--- config.mk ---
export PLATFORM = sky130hd
export DESIGN_NAME = uof_event_flags
export DESIGN_NICKNAME = d
export VERILOG_FILES = /design/src/pkg/uof_pkg.sv /design/src/logic/uof_event_flags.sv
export SDC_FILE = /design/constraint.sdc
export NUM_CORES = 1
export LEC_CHECK = 0
export BUFFER_PORTS_ARGS = -buffer_cell sky130_fd_sc_hd__buf_4
export CAP_MARGIN = 20
export CORE_MARGIN = 5
export CORE_UTILIZATION = 51
export CTS_CLUSTER_SIZE = 40
export DETAILED_ROUTE_END_ITERATION = 10
export GPL_ROUTABILITY_DRIVEN = 0
export HOLD_SLACK_MARGIN = 0.06
export PLACE_DENSITY_LB_ADDON = 0.08
export SLEW_MARGIN = 20
export SYNTH_ARGS = -nofsm -noshare
export SYNTH_HDL_FRONTEND = slang
export SYNTH_SLANG_ARGS = --single-unit
--- constraint.sdc ---
create_clock -name aclk -period 1.85 [get_ports aclk]
set_input_delay 0.185 -clock aclk [delete_from_list [all_inputs] [get_ports aclk]]
set_output_delay 0.185 -clock aclk [all_outputs]
set_load 0.02 [all_outputs]
--- src/pkg/uof_pkg.sv ---
package uof_pkg;
  // register byte addresses
  localparam logic [7:0] UOF_OTG_FLAGS_ADDR = 8'h00;
  localparam logic [7:0] UOF_OTG_ENABLES_ADDR = 8'h04;
  localparam logic [7:0] UOF_USB_FLAGS_ADDR = 8'h08;
  localparam logic [7:0] UOF_USB_ENABLES_ADDR = 8'h0C;
  localparam logic [7:0] UOF_XFER_STATUS_ADDR = 8'h10;
  localparam logic [7:0] UOF_MODE_CTRL_ADDR = 8'h14;
  // otg flag / enable bit positions
  localparam int UOF_ID_CHANGE_BIT = 7;
  localparam int UOF_MS_TIMER_BIT = 6;
  localparam int UOF_LINE_STABLE_BIT = 5;
  localparam int UOF_ACTIVITY_BIT = 4;
  localparam int UOF_SESS_VALID_BIT = 3;
  localparam int UOF_B_SESS_END_BIT = 2;
  localparam int UOF_A_VBUS_VALID_BIT = 0;
  localparam logic [7:0] UOF_OTG_IMPL_MASK = 8'hFD;
  // usb flag / enable bit positions
  localparam int UOF_STALL_BIT = 7;
  localparam int UOF_ATTACH_BIT = 6;
  localparam int UOF_RESUME_BIT = 5;
  localparam int UOF_IDLE_BIT = 4;
  localparam int UOF_TOKEN_DONE_BIT = 3;
  localparam int UOF_FRAME_START_BIT = 2;
  localparam int UOF_ERROR_SUM_BIT = 1;
  localparam int UOF_RESET_DETACH_BIT = 0;
  // mode control bit positions
  localparam int UOF_HOST_MODE_BIT = 0;
  localparam int UOF_LOW_SPEED_BIT = 1;
  localparam logic [7:0] UOF_MODE_IMPL_MASK = 8'h03;
  // reset values
  localparam logic [7:0] UOF_FLAGS_RESET = 8'h00;
  localparam logic [7:0] UOF_ENABLES_RESET = 8'h00;
  localparam logic [7:0] UOF_MODE_RESET = 8'h00;
  // axi responses
  localparam logic [1:0] UOF_RESP_OKAY = 2'h0;
  localparam logic [1:0] UOF_RESP_SLVERR = 2'h2;
  // timing
  localparam int UOF_CLK_NS = 50;
  localparam int UOF_T_1MS_NS = 1000000;
  localparam int UOF_T_2P5US_NS = 2500;
  localparam int UOF_T_IDLE_NS = 3000000;
  localparam int UOF_CYC_1MS = UOF_T_1MS_NS / UOF_CLK_NS;
  localparam int UOF_CYC_2P5US = (UOF_T_2P5US_NS + UOF_CLK_NS - 1)
    / UOF_CLK_NS;
  localparam int UOF_CYC_IDLE = (UOF_T_IDLE_NS + UOF_CLK_NS - 1)
    / UOF_CLK_NS;
  // se0 hold tracker for bus reset / detach
  typedef enum logic [1:0] {
    UOF_SE0_OFF,
    UOF_SE0_TIMING,
    UOF_SE0_HELD
  } uof_se0_state_t;
endpackage : uof_pkg

--- src/logic/uof_event_flags.sv ---
// Register access over AXI4-Lite and the address map were chosen for this implementation.
`timescale 1ns/1ns
module uof_event_flags #(
  parameter int CYC_1MS = uof_pkg::UOF_CYC_1MS,
  parameter int CYC_IDLE = uof_pkg::UOF_CYC_IDLE
) (
  // clock and reset
  input wire logic aclk,
  input wire logic aresetn,
  // axi4-lite write address
  input wire logic [7:0] s_axi_awaddr,
  input wire logic s_axi_awvalid,
  output logic s_axi_awready,
  // axi4-lite write data
  input wire logic [31:0] s_axi_wdata,
  input wire logic [3:0] s_axi_wstrb,
  input wire logic s_axi_wvalid,
  output logic s_axi_wready,
  // axi4-lite write response
  output logic [1:0] s_axi_bresp,
  output logic s_axi_bvalid,
  input wire logic s_axi_bready,
  // axi4-lite read address
  input wire logic [7:0] s_axi_araddr,
  input wire logic s_axi_arvalid,
  output logic s_axi_arready,
  // axi4-lite read data
  output logic [31:0] s_axi_rdata,
  output logic [1:0] s_axi_rresp,
  output logic s_axi_rvalid,
  input wire logic s_axi_rready,
  // line and vbus monitors
  input wire logic id_pin,
  input wire logic line_se0,
  input wire logic j_line_state,
  input wire logic line_diff,
  input wire logic bus_activity,
  input wire logic bus_idle,
  input wire logic above_a_session_end_threshold,
  input wire logic above_b_session_end_threshold,
  input wire logic above_a_vbus_valid_threshold,
  // protocol engine events
  input wire logic stall_sent,
  input wire logic token_done,
  input wire logic [7:0] token_info,
  input wire logic frame_start,
  input wire logic [7:0] error_flags,
  input wire logic [7:0] error_event_enables,
  // interrupt request
  output logic irq
);
  import uof_pkg::*;

  localparam logic [15:0] LIM_1MS = 16'(CYC_1MS);
  localparam logic [15:0] LIM_IDLE = 16'(CYC_IDLE);
  localparam logic [15:0] LIM_2P5US = 16'(UOF_CYC_2P5US);

  // saturating run-length counter
  function automatic logic [15:0] uof_run(input logic run,
      input logic [15:0] cnt, input logic [15:0] lim);
    logic [15:0] r;
    r = 16'h0000;
    if (run) begin
      r = (cnt == lim) ? lim : 16'(cnt + 16'h0001);
    end
    return r;
  endfunction : uof_run

  // true on the cycle a run first reaches its limit
  function automatic logic uof_hit(input logic run,
      input logic [15:0] cnt, input logic [15:0] lim);
    return run && (cnt == 16'(lim - 16'h0001));
  endfunction : uof_hit

  logic [7:0] otg_flags_reg;
  logic [7:0] otg_event_enables_reg;
  logic [7:0] usb_flags_reg;
  logic [7:0] usb_event_enables_reg;
  logic [7:0] transfer_status_reg;
  logic [7:0] mode_reg;
  logic aw_held_reg;
  logic w_held_reg;
  logic [7:0] awaddr_reg;
  logic [7:0] wdata_reg;
  logic wlane0_reg;
  logic id_prev_reg;
  logic a_sess_prev_reg;
  logic b_sess_prev_reg;
  logic a_vld_prev_reg;
  logic [1:0] line_prev_reg;
  logic [1:0] line_stable_reg;
  logic [15:0] ms_cnt_reg;
  logic [15:0] line_cnt_reg;
  logic [15:0] idle_cnt_reg;
  logic [15:0] resume_cnt_reg;
  logic [15:0] attach_cnt_reg;
  logic [15:0] se0_cnt_reg;
  uof_se0_state_t se0_state_reg;
  uof_se0_state_t se0_state_next;

  logic host_mode;
  logic low_speed;
  logic wr_go;
  logic wr_lane;
  logic [1:0] line_now;
  logic k_state;
  logic attach_run;
  logic ms_tick;
  logic line_hit;
  logic se0_hit;
  logic [7:0] otg_set;
  logic [7:0] usb_set;
  logic [7:0] otg_clr;
  logic [7:0] usb_clr;
  logic [7:0] usb_en_eff;
  logic [7:0] rd_val;
  logic rd_ok;

  assign host_mode = mode_reg[UOF_HOST_MODE_BIT];
  assign low_speed = mode_reg[UOF_LOW_SPEED_BIT];
  assign wr_go = aw_held_reg && w_held_reg && !s_axi_bvalid;
  assign wr_lane = wr_go && wlane0_reg;
  assign line_now = {line_se0, j_line_state};
  // low speed k is differential one, full speed differential zero
  assign k_state = !line_se0 && (line_diff == low_speed);
  assign attach_run = host_mode && !line_se0 && !bus_activity;
  assign ms_tick = (ms_cnt_reg == 16'(LIM_1MS - 16'h0001));
  // a change on the last counted sample must not count as stable
  assign line_hit = uof_hit(line_now == line_prev_reg, line_cnt_reg,
    LIM_1MS) && (line_now != line_stable_reg);
  assign se0_hit = (se0_state_reg == UOF_SE0_TIMING) && line_se0
    && uof_hit(1'b1, se0_cnt_reg, LIM_2P5US);

  // hardware set terms; otg events only in host mode
  always_comb begin
    otg_set = 8'h00;
    if (host_mode) begin
      otg_set[UOF_ID_CHANGE_BIT] = id_pin != id_prev_reg;
      otg_set[UOF_MS_TIMER_BIT] = ms_tick;
      otg_set[UOF_LINE_STABLE_BIT] = line_hit;
      otg_set[UOF_ACTIVITY_BIT] = bus_activity;
      // either crossing direction is an event
      otg_set[UOF_SESS_VALID_BIT] =
        above_a_session_end_threshold != a_sess_prev_reg;
      otg_set[UOF_B_SESS_END_BIT] =
        above_b_session_end_threshold != b_sess_prev_reg;
      otg_set[UOF_A_VBUS_VALID_BIT] =
        above_a_vbus_valid_threshold != a_vld_prev_reg;
    end
  end

  always_comb begin
    usb_set = 8'h00;
    usb_set[UOF_STALL_BIT] = stall_sent;
    usb_set[UOF_ATTACH_BIT] =
      uof_hit(attach_run, attach_cnt_reg, LIM_2P5US);
    usb_set[UOF_RESUME_BIT] =
      uof_hit(k_state, resume_cnt_reg, LIM_2P5US);
    usb_set[UOF_IDLE_BIT] =
      uof_hit(bus_idle, idle_cnt_reg, LIM_IDLE);
    usb_set[UOF_TOKEN_DONE_BIT] = token_done;
    usb_set[UOF_FRAME_START_BIT] = frame_start;
    usb_set[UOF_ERROR_SUM_BIT] =
      |(error_flags & error_event_enables);
    // one bit serves reset in device mode and detach in host mode
    usb_set[UOF_RESET_DETACH_BIT] = se0_hit;
  end

  // write-one-to-clear masks from the low byte lane only
  always_comb begin
    otg_clr = 8'h00;
    usb_clr = 8'h00;
    if (wr_lane && awaddr_reg == UOF_OTG_FLAGS_ADDR) begin
      otg_clr = wdata_reg;
    end
    if (wr_lane && awaddr_reg == UOF_USB_FLAGS_ADDR) begin
      usb_clr = wdata_reg;
    end
  end

  // attach enable ignored outside host mode
  always_comb begin
    usb_en_eff = usb_event_enables_reg;
    usb_en_eff[UOF_ATTACH_BIT] = usb_event_enables_reg[UOF_ATTACH_BIT]
      && host_mode;
  end

  // set wins over a clear in the same cycle
  always_ff @(posedge aclk) begin
    if (!aresetn) begin
      otg_flags_reg <= UOF_FLAGS_RESET;
      usb_flags_reg <= UOF_FLAGS_RESET;
    end else begin
      otg_flags_reg <= ((otg_flags_reg & ~otg_clr) | otg_set)
        & UOF_OTG_IMPL_MASK;
      usb_flags_reg <= (usb_flags_reg & ~usb_clr) | usb_set;
    end
  end

  always_ff @(posedge aclk) begin
    if (!aresetn) begin
      otg_event_enables_reg <= UOF_ENABLES_RESET;
      usb_event_enables_reg <= UOF_ENABLES_RESET;
      mode_reg <= UOF_MODE_RESET;
    end else if (wr_lane) begin
      unique case (awaddr_reg)
        UOF_OTG_ENABLES_ADDR: begin
          otg_event_enables_reg <= wdata_reg & UOF_OTG_IMPL_MASK;
        end
        UOF_USB_ENABLES_ADDR: begin
          usb_event_enables_reg <= wdata_reg;
        end
        UOF_MODE_CTRL_ADDR: begin
          mode_reg <= wdata_reg & UOF_MODE_IMPL_MASK;
        end
        default: begin
        end
      endcase
    end
  end

  // endpoint information captured with each finished token
  always_ff @(posedge aclk) begin
    if (!aresetn) begin
      transfer_status_reg <= 8'h00;
    end else if (token_done) begin
      transfer_status_reg <= token_info;
    end
  end

  // previous samples for change detection
  always_ff @(posedge aclk) begin
    if (!aresetn) begin
      id_prev_reg <= 1'b0;
      a_sess_prev_reg <= 1'b0;
      b_sess_prev_reg <= 1'b0;
      a_vld_prev_reg <= 1'b0;
      line_prev_reg <= 2'h0;
    end else begin
      id_prev_reg <= id_pin;
      a_sess_prev_reg <= above_a_session_end_threshold;
      b_sess_prev_reg <= above_b_session_end_threshold;
      a_vld_prev_reg <= above_a_vbus_valid_threshold;
      line_prev_reg <= line_now;
    end
  end

  // free running 1 ms timer
  always_ff @(posedge aclk) begin
    if (!aresetn) begin
      ms_cnt_reg <= 16'h0000;
    end else if (ms_tick) begin
      ms_cnt_reg <= 16'h0000;
    end else begin
      ms_cnt_reg <= 16'(ms_cnt_reg + 16'h0001);
    end
  end

  // line state stability and last recorded stable state
  always_ff @(posedge aclk) begin
    if (!aresetn) begin
      line_cnt_reg <= 16'h0000;
      line_stable_reg <= 2'h0;
    end else begin
      line_cnt_reg <= uof_run(line_now == line_prev_reg, line_cnt_reg,
        LIM_1MS);
      if (line_hit) begin
        line_stable_reg <= line_now;
      end
    end
  end

  // run-length counters for resume, idle and attach
  always_ff @(posedge aclk) begin
    if (!aresetn) begin
      resume_cnt_reg <= 16'h0000;
      idle_cnt_reg <= 16'h0000;
      attach_cnt_reg <= 16'h0000;
    end else begin
      resume_cnt_reg <= uof_run(k_state, resume_cnt_reg, LIM_2P5US);
      idle_cnt_reg <= uof_run(bus_idle, idle_cnt_reg, LIM_IDLE);
      attach_cnt_reg <= uof_run(attach_run, attach_cnt_reg, LIM_2P5US);
    end
  end

  // se0 hold: flag once, then wait for se0 to end before rearming
  always_comb begin
    se0_state_next = se0_state_reg;
    unique case (se0_state_reg)
      UOF_SE0_OFF: begin
        if (line_se0) begin
          se0_state_next = UOF_SE0_TIMING;
        end
      end
      UOF_SE0_TIMING: begin
        if (!line_se0) begin
          se0_state_next = UOF_SE0_OFF;
        end else if (se0_hit) begin
          se0_state_next = UOF_SE0_HELD;
        end
      end
      UOF_SE0_HELD: begin
        if (!line_se0) begin
          se0_state_next = UOF_SE0_OFF;
        end
      end
      default: begin
        se0_state_next = UOF_SE0_OFF;
      end
    endcase
  end

  always_ff @(posedge aclk) begin
    if (!aresetn) begin
      se0_state_reg <= UOF_SE0_OFF;
      se0_cnt_reg <= 16'h0000;
    end else begin
      se0_state_reg <= se0_state_next;
      se0_cnt_reg <= uof_run(se0_state_next == UOF_SE0_TIMING,
        se0_cnt_reg, LIM_2P5US);
    end
  end

  // interrupt request, otg sources only in host mode
  always_ff @(posedge aclk) begin
    if (!aresetn) begin
      irq <= 1'b0;
    end else begin
      irq <= |(usb_flags_reg & usb_en_eff)
        || (host_mode && |(otg_flags_reg & otg_event_enables_reg));
    end
  end

  // axi write channels taken independently, then answered together
  always_ff @(posedge aclk) begin
    if (!aresetn) begin
      aw_held_reg <= 1'b0;
      w_held_reg <= 1'b0;
      awaddr_reg <= 8'h00;
      wdata_reg <= 8'h00;
      wlane0_reg <= 1'b0;
      s_axi_awready <= 1'b0;
      s_axi_wready <= 1'b0;
      s_axi_bvalid <= 1'b0;
      s_axi_bresp <= UOF_RESP_OKAY;
    end else begin
      s_axi_awready <= !aw_held_reg && !s_axi_awready && !s_axi_bvalid;
      s_axi_wready <= !w_held_reg && !s_axi_wready && !s_axi_bvalid;
      if (s_axi_awvalid && s_axi_awready) begin
        aw_held_reg <= 1'b1;
        awaddr_reg <= s_axi_awaddr;
        s_axi_awready <= 1'b0;
      end
      if (s_axi_wvalid && s_axi_wready) begin
        w_held_reg <= 1'b1;
        wdata_reg <= s_axi_wdata[7:0];
        wlane0_reg <= s_axi_wstrb[0];
        s_axi_wready <= 1'b0;
      end
      if (wr_go) begin
        aw_held_reg <= 1'b0;
        w_held_reg <= 1'b0;
        s_axi_bvalid <= 1'b1;
        s_axi_bresp <= (awaddr_reg > UOF_MODE_CTRL_ADDR
          || awaddr_reg[1:0] != 2'h0) ? UOF_RESP_SLVERR : UOF_RESP_OKAY;
      end else if (s_axi_bvalid && s_axi_bready) begin
        s_axi_bvalid <= 1'b0;
      end
    end
  end

  // read mux; attach bit hidden in device mode
  always_comb begin
    rd_val = 8'h00;
    rd_ok = 1'b1;
    unique case (s_axi_araddr)
      UOF_OTG_FLAGS_ADDR: rd_val = otg_flags_reg;
      UOF_OTG_ENABLES_ADDR: rd_val = otg_event_enables_reg;
      UOF_USB_FLAGS_ADDR: begin
        rd_val = usb_flags_reg;
        rd_val[UOF_ATTACH_BIT] = usb_flags_reg[UOF_ATTACH_BIT]
          && host_mode;
      end
      UOF_USB_ENABLES_ADDR: rd_val = usb_event_enables_reg;
      UOF_XFER_STATUS_ADDR: rd_val = transfer_status_reg;
      UOF_MODE_CTRL_ADDR: rd_val = mode_reg;
      default: rd_ok = 1'b0;
    endcase
  end

  always_ff @(posedge aclk) begin
    if (!aresetn) begin
      s_axi_arready <= 1'b0;
      s_axi_rvalid <= 1'b0;
      s_axi_rdata <= 32'h0000_0000;
      s_axi_rresp <= UOF_RESP_OKAY;
    end else begin
      s_axi_arready <= !s_axi_arready && !s_axi_rvalid;
      if (s_axi_arvalid && s_axi_arready) begin
        s_axi_arready <= 1'b0;
        s_axi_rvalid <= 1'b1;
        s_axi_rdata <= {24'h00_0000, rd_val};
        s_axi_rresp <= rd_ok ? UOF_RESP_OKAY : UOF_RESP_SLVERR;
      end else if (s_axi_rvalid && s_axi_rready) begin
        s_axi_rvalid <= 1'b0;
      end
    end
  end
endmodule : uof_event_flags

# == Word level (Yosys, flattened, before mapping) ==
# Cells that the tools add are included.
# classes
n_reduce_logical,67
n_addsub,6
bitwise,15
magnitude_cmp,1
mux,22
eq_ne,30
# ops
operator,count
16-bit by 1-bit adder with 16-bit output (second input constant),6
16-bit by 6-bit == test with 1-bit output (second input constant),6
16-bit by 15-bit == test with 1-bit output (second input constant),3
8-bit one-hot mux with 6 select lines,1
8-bit bitwise AND,5
16-bit == test (second input constant),2
8-bit by 4-bit == test with 1-bit output (second input constant),4
1-bit logical AND,28
8-bit by 5-bit == test with 1-bit output (second input constant),3
6-bit two-way mux,4
8-bit OR reduction,3
8-bit by 3-bit == test with 1-bit output (second input constant),2
8-bit logical NOT,2
16-bit two-way mux,1
8-bit two-way mux,2
8-bit inverter,2
8-bit bitwise OR,2
2-bit AND reduction,8
15-bit two-way mux,1
3-bit OR reduction,5
2-bit two-way mux,6
2-bit OR reduction,5
1-bit logical NOT,9
8-bit by 5-bit greater-than comparator with 1-bit output (second input constant),1
other kinds (13),30
# totals
output_inout_bits,42
input_bits,95
regBits,184

# == Logic depth before layout (Yosys ltp) ==
# logic_depth
ltp_word,9
ltp_mapped,6

# == Least setup slack after synthesis ==
# OpenSTA, ideal clock, no wires.
# synth_path
kind,register -> register
from,register awaddr_reg[0]
to,register otg_flags_reg[5]
arrival_time_ns,1.857
n_path_buf,1
path_stages_with_launch,6
path_slack_ns,-0.141
path_cell_list,dfxtp_1 or4_4 or4b_1 buf_2 o41ai_2 o22ai_1
# synth_between
elab_chain_len,6
# synth_rtl
element,line,text
start: declaration,uof_event_flags.sv:83,logic [7:0] awaddr_reg;
start signal: assignment,uof_event_flags.sv:351,awaddr_reg <= s_axi_awaddr;
8-bit logical NOT,uof_event_flags.sv:173,if (wr_lane && awaddr_reg == UOF_OTG_FLAGS_ADDR) begin
1-bit logical AND,uof_event_flags.sv:173,
8-bit two-way mux,uof_event_flags.sv:173,
8-bit inverter,uof_event_flags.sv:194,otg_flags_reg <= ((otg_flags_reg & ~otg_clr) | otg_set)
8-bit bitwise AND,uof_event_flags.sv:194,
8-bit bitwise OR,uof_event_flags.sv:194,
end signal: assignment,uof_event_flags.sv:194,
end: declaration,uof_event_flags.sv:75,logic [7:0] otg_flags_reg;
# No other way between the ends.
# A chain may end at the register's enable or synchronous reset.

# == Final worst setup path ==
# layout_path
from,register awaddr_reg[6]
to,register usb_flags_reg[1]
# layout_between
elab_chain_len,6
# layout_rtl
element,line,text
8-bit by 4-bit == test with 1-bit output,uof_event_flags.sv:176,if (wr_lane && awaddr_reg == UOF_USB_FLAGS_ADDR) begin
1-bit logical AND,uof_event_flags.sv:176,
8-bit two-way mux,uof_event_flags.sv:176,
8-bit inverter,uof_event_flags.sv:196,usb_flags_reg <= (usb_flags_reg & ~usb_clr) | usb_set;
8-bit bitwise AND,uof_event_flags.sv:196,
8-bit bitwise OR,uof_event_flags.sv:196,
end signal: assignment,uof_event_flags.sv:196,
end: declaration,uof_event_flags.sv:77,logic [7:0] usb_flags_reg;
# No other way between the ends.

==> flow_metrics.env <==
export IMPL_critPathRequiredTime_ns=2.17
export IMPL_crit_start="awaddr_reg[6]"
export IMPL_cts_tree="done"
export IMPL_critical_path_cell_chain="or4_4 > or4b_4 > o41ai_4 > a21oi_2"
export IMPL_setup_tns_ns=-1.38
export IMPL_reg2reg_from="awaddr_reg[6]"
export IMPL_crit_family="simple AND/OR/NAND/NOR gates"
export IMPL_postCtsSetupRepairBufs=0
export IMPL_die_h_um=137
export IMPL_rsz0062_at_grt="yes"
export IMPL_fillerInstances=1377
export IMPL_via_per_inst=5.24
export IMPL_vias=6804
export IMPL_slowest_delay_ns=0.60
export IMPL_utilization=0.647
export IMPL_grt_total_usage=0.207
export IMPL_numCtsBuffers=17
export IMPL_rows=46
export IMPL_layout_setup_ws_ns=-0.0995
export IMPL_period_share=1.05
export IMPL_clk_latency_ns=0.43
export IMPL_seq_power_share=0.466
export IMPL_synth_cell_types=58
export IMPL_grt_max_degree=47
export IMPL_yosys_area_top_type="dfxtp_1"
export IMPL_drt_iter0_drc=302
export IMPL_nets=1179
export IMPL_core_area_mm2=0.0159
export IMPL_ys_ff_latch=181
export IMPL_worstPathArrival_ns=2.27
export IMPL_power_density_mw_per_mm2=844
export IMPL_fmax_ghz=0.513
export IMPL_p_sw_frac=0.220
export IMPL_start_kind="flop"
export IMPL_grt_ovfl_total=0
export IMPL_p_int_mw=6.76
export IMPL_dr_pass1_iters=5
export IMPL_slew_headroom=0.600
export IMPL_end_kind="flop"
export IMPL_area_growth_pct=24.9
export IMPL_clk_pin_slew_ns=0.06
export IMPL_hold_viol_final=0
export IMPL_antenna_left=0
export IMPL_wl_mm=18.8
export IMPL_synth_area_leaders="dfxtp_1 (44%), nor2_1 (4.6%), nand2_1 (4.5%)"
export IMPL_die_x_um=137
export IMPL_worstSetupPathType="flop to flop"
export IMPL_grt_pass1_wl_mm=31.3
export IMPL_synth_main_ff_cell="dfxtp_1"
export IMPL_routedWlPerCell_um=14.5
export IMPL_p_clk_frac=0.465
export IMPL_drcViolationCount=0
export IMPL_cp_max_fo=7
export IMPL_clock_sinks=181
export IMPL_final_cells=1299
export IMPL_period_minus_slack_ns=1.95
export IMPL_setup_viol_count_final=28
export IMPL_synth_warnings=0
export IMPL_synthCells=938
export IMPL_ys_seq_area_frac=0.440
export IMPL_run_status="finished, violations left"
export IMPL_comb_power_share=0.068
export IMPL_dieArea_mm2=0.0188
export IMPL_synthArstFlopShare=0
export IMPL_antenna_cells=0
export IMPL_synth_top_area_frac=0.440
export IMPL_cts_buffer_depth=2
export IMPL_initial_utilization=0.518
export IMPL_fin_skew_ns=0.0144
export IMPL_num_io_pins=137
export IMPL_p_switching_mw=1.91
export IMPL_drive_above_1_share=0.156
export IMPL_htree_levels=4
export IMPL_leakage_nw=3.85
export IMPL_hp_start="s_axi_awvalid"
export IMPL_tightest_slew_ns=0.599
export IMPL_peakVddDrop_mv=0.627
export IMPL_crit_slowest_cell="or4b_4"
export IMPL_dp_cells=1233
export IMPL_crit_buf_inv=0
export IMPL_synth_edf_count=0
export IMPL_failed_checks="setup timing"
export IMPL_maxSlewViolCount=0
export IMPL_io_buffers=83
export IMPL_grt_pass1_vias=6480
export IMPL_dp_hpwl_mm=13.3
export IMPL_synth_avg_cell_area_um2=8.78
export IMPL_cap_violations=0
export IMPL_holdCritPathClass="input pin to flop"
export IMPL_root_buffer="clkbuf_16"
export IMPL_dp_slack_ns=-0.257
export IMPL_antenna_found_initial=0
export IMPL_syn_cell_area_mm2=0.00823
## metrics by stage
step	cell area (um^2)	hold slack, ns	total power [mW]
floorplan	8330	0.296	4.46
detailed placement	9180	0.410	4.65
CTS	10200	0.0649	8.75
finish	10300	0.0756	8.68
global route	10300	0.0817	8.99
global placement	9180	0.407	4.65
## per-layer routing
layer	global-route usage	wire length, um
met5	0	0
met2	0.339	8910
met4	0.0565	233
met3	0.0478	813
met1	0.274	8860
## logic make-up (layout without fill, tap and decap cells)
| family | count (synthesis) | after routing | share of synthesized area |
|---|---|---|---|
| buffers and inverters | 98 | 218 | 0.0567 |
| adders and majority gates | 14 | 14 | 0.0213 |
| and+or+nand+nor | 393 | 393 | 0.242 |
| AOI/OAI and AO/OA | 134 | 134 | 0.107 |
| muxes | 39 | 39 | 0.0492 |
| other | 1 | 26 | 0.000455 |
| DFF | 181 | 181 | 0.440 |
| xor gates and xnor gates | 78 | 78 | 0.0830 |
## worst reg2reg max path, stage by stage, from the launching register on
cell and delay, ns:
dfxtp_1 0.31, or4_4 0.53, or4b_4 0.60, o41ai_4 0.32, a21oi_2 0.08
## worst paths after layout
path,endpoint,slack [ns],cells after the start
setup / recovery,usb_flags_reg[1],-0.1,4
hold / removal,awaddr_reg[6],0.08,3
setup reg to reg,usb_flags_reg[1],-0.1,4
hold reg to reg,s_axi_awready,0.45,1
## power by group through the flow
stage / combinational [mW] / sequential, mW / clock (mW)
floorplan: 0.345 / 4.11 / 0
global placement: 0.522 / 4.13 / 0
detailed placement: 0.523 / 4.13 / 0
CTS: 0.589 / 4.04 / 4.12
global route: 0.653 / 4.06 / 4.28
finish: 0.593 / 4.05 / 4.04
## cells in the mapped netlist, drive strengths merged (5+ instances only)
library cell and number:
nor3 13, nand4b 5, a21oi 53, ha 14, xor2 38, or3 13
buf 33, nand2 98, mux2i 36, a22o 8, o22ai 7, dfxtp 181
a22oi 11, nor4 25, xnor2 40, and2 10, nor2 101, nand3 43
o31ai 7, o21ai 18, o41ai 5, clkbuf 30, nand4 29, nand2b 9
and3 11, and4 10, inv 35, or4 9
## final cells by class
cell class | count | area, um^2 | share of cell area
clock buffer | 21 | 470 | 0.0458
multi-input combinational | 684 | 4330 | 0.421
sequential | 181 | 3620 | 0.352
inverter | 35 | 131 | 0.0128
timing repair buffer | 151 | 1260 | 0.123
clock inverter | 11 | 196 | 0.0191
tap | 216 | 270 | 0.0263
## placed cells by master (no fill, tap or decap), drive strengths merged, types with 26 or more instances in the layout
master | synthesis | routed
nor2 | 101 | 101
inv | 35 | 36
xnor2 | 40 | 40
dfxtp | 181 | 181
mux2i | 36 | 36
nand4 | 29 | 29
xor2 | 38 | 38
buf | 33 | 116
conb | 1 | 26
a21oi | 53 | 53
nand2 | 98 | 98
nand3 | 43 | 43
dlygate4sd3 | 0 | 35
## repair_timing
action                                  CTS  global route
pin swaps                                 3             4
resized for setup                         8            10
hold buffers                             35             0
endpoints found under the setup margin   26            31
hold endpoints to repair                 37             0
Note: power is estimated with default switching activity, not from simulation.
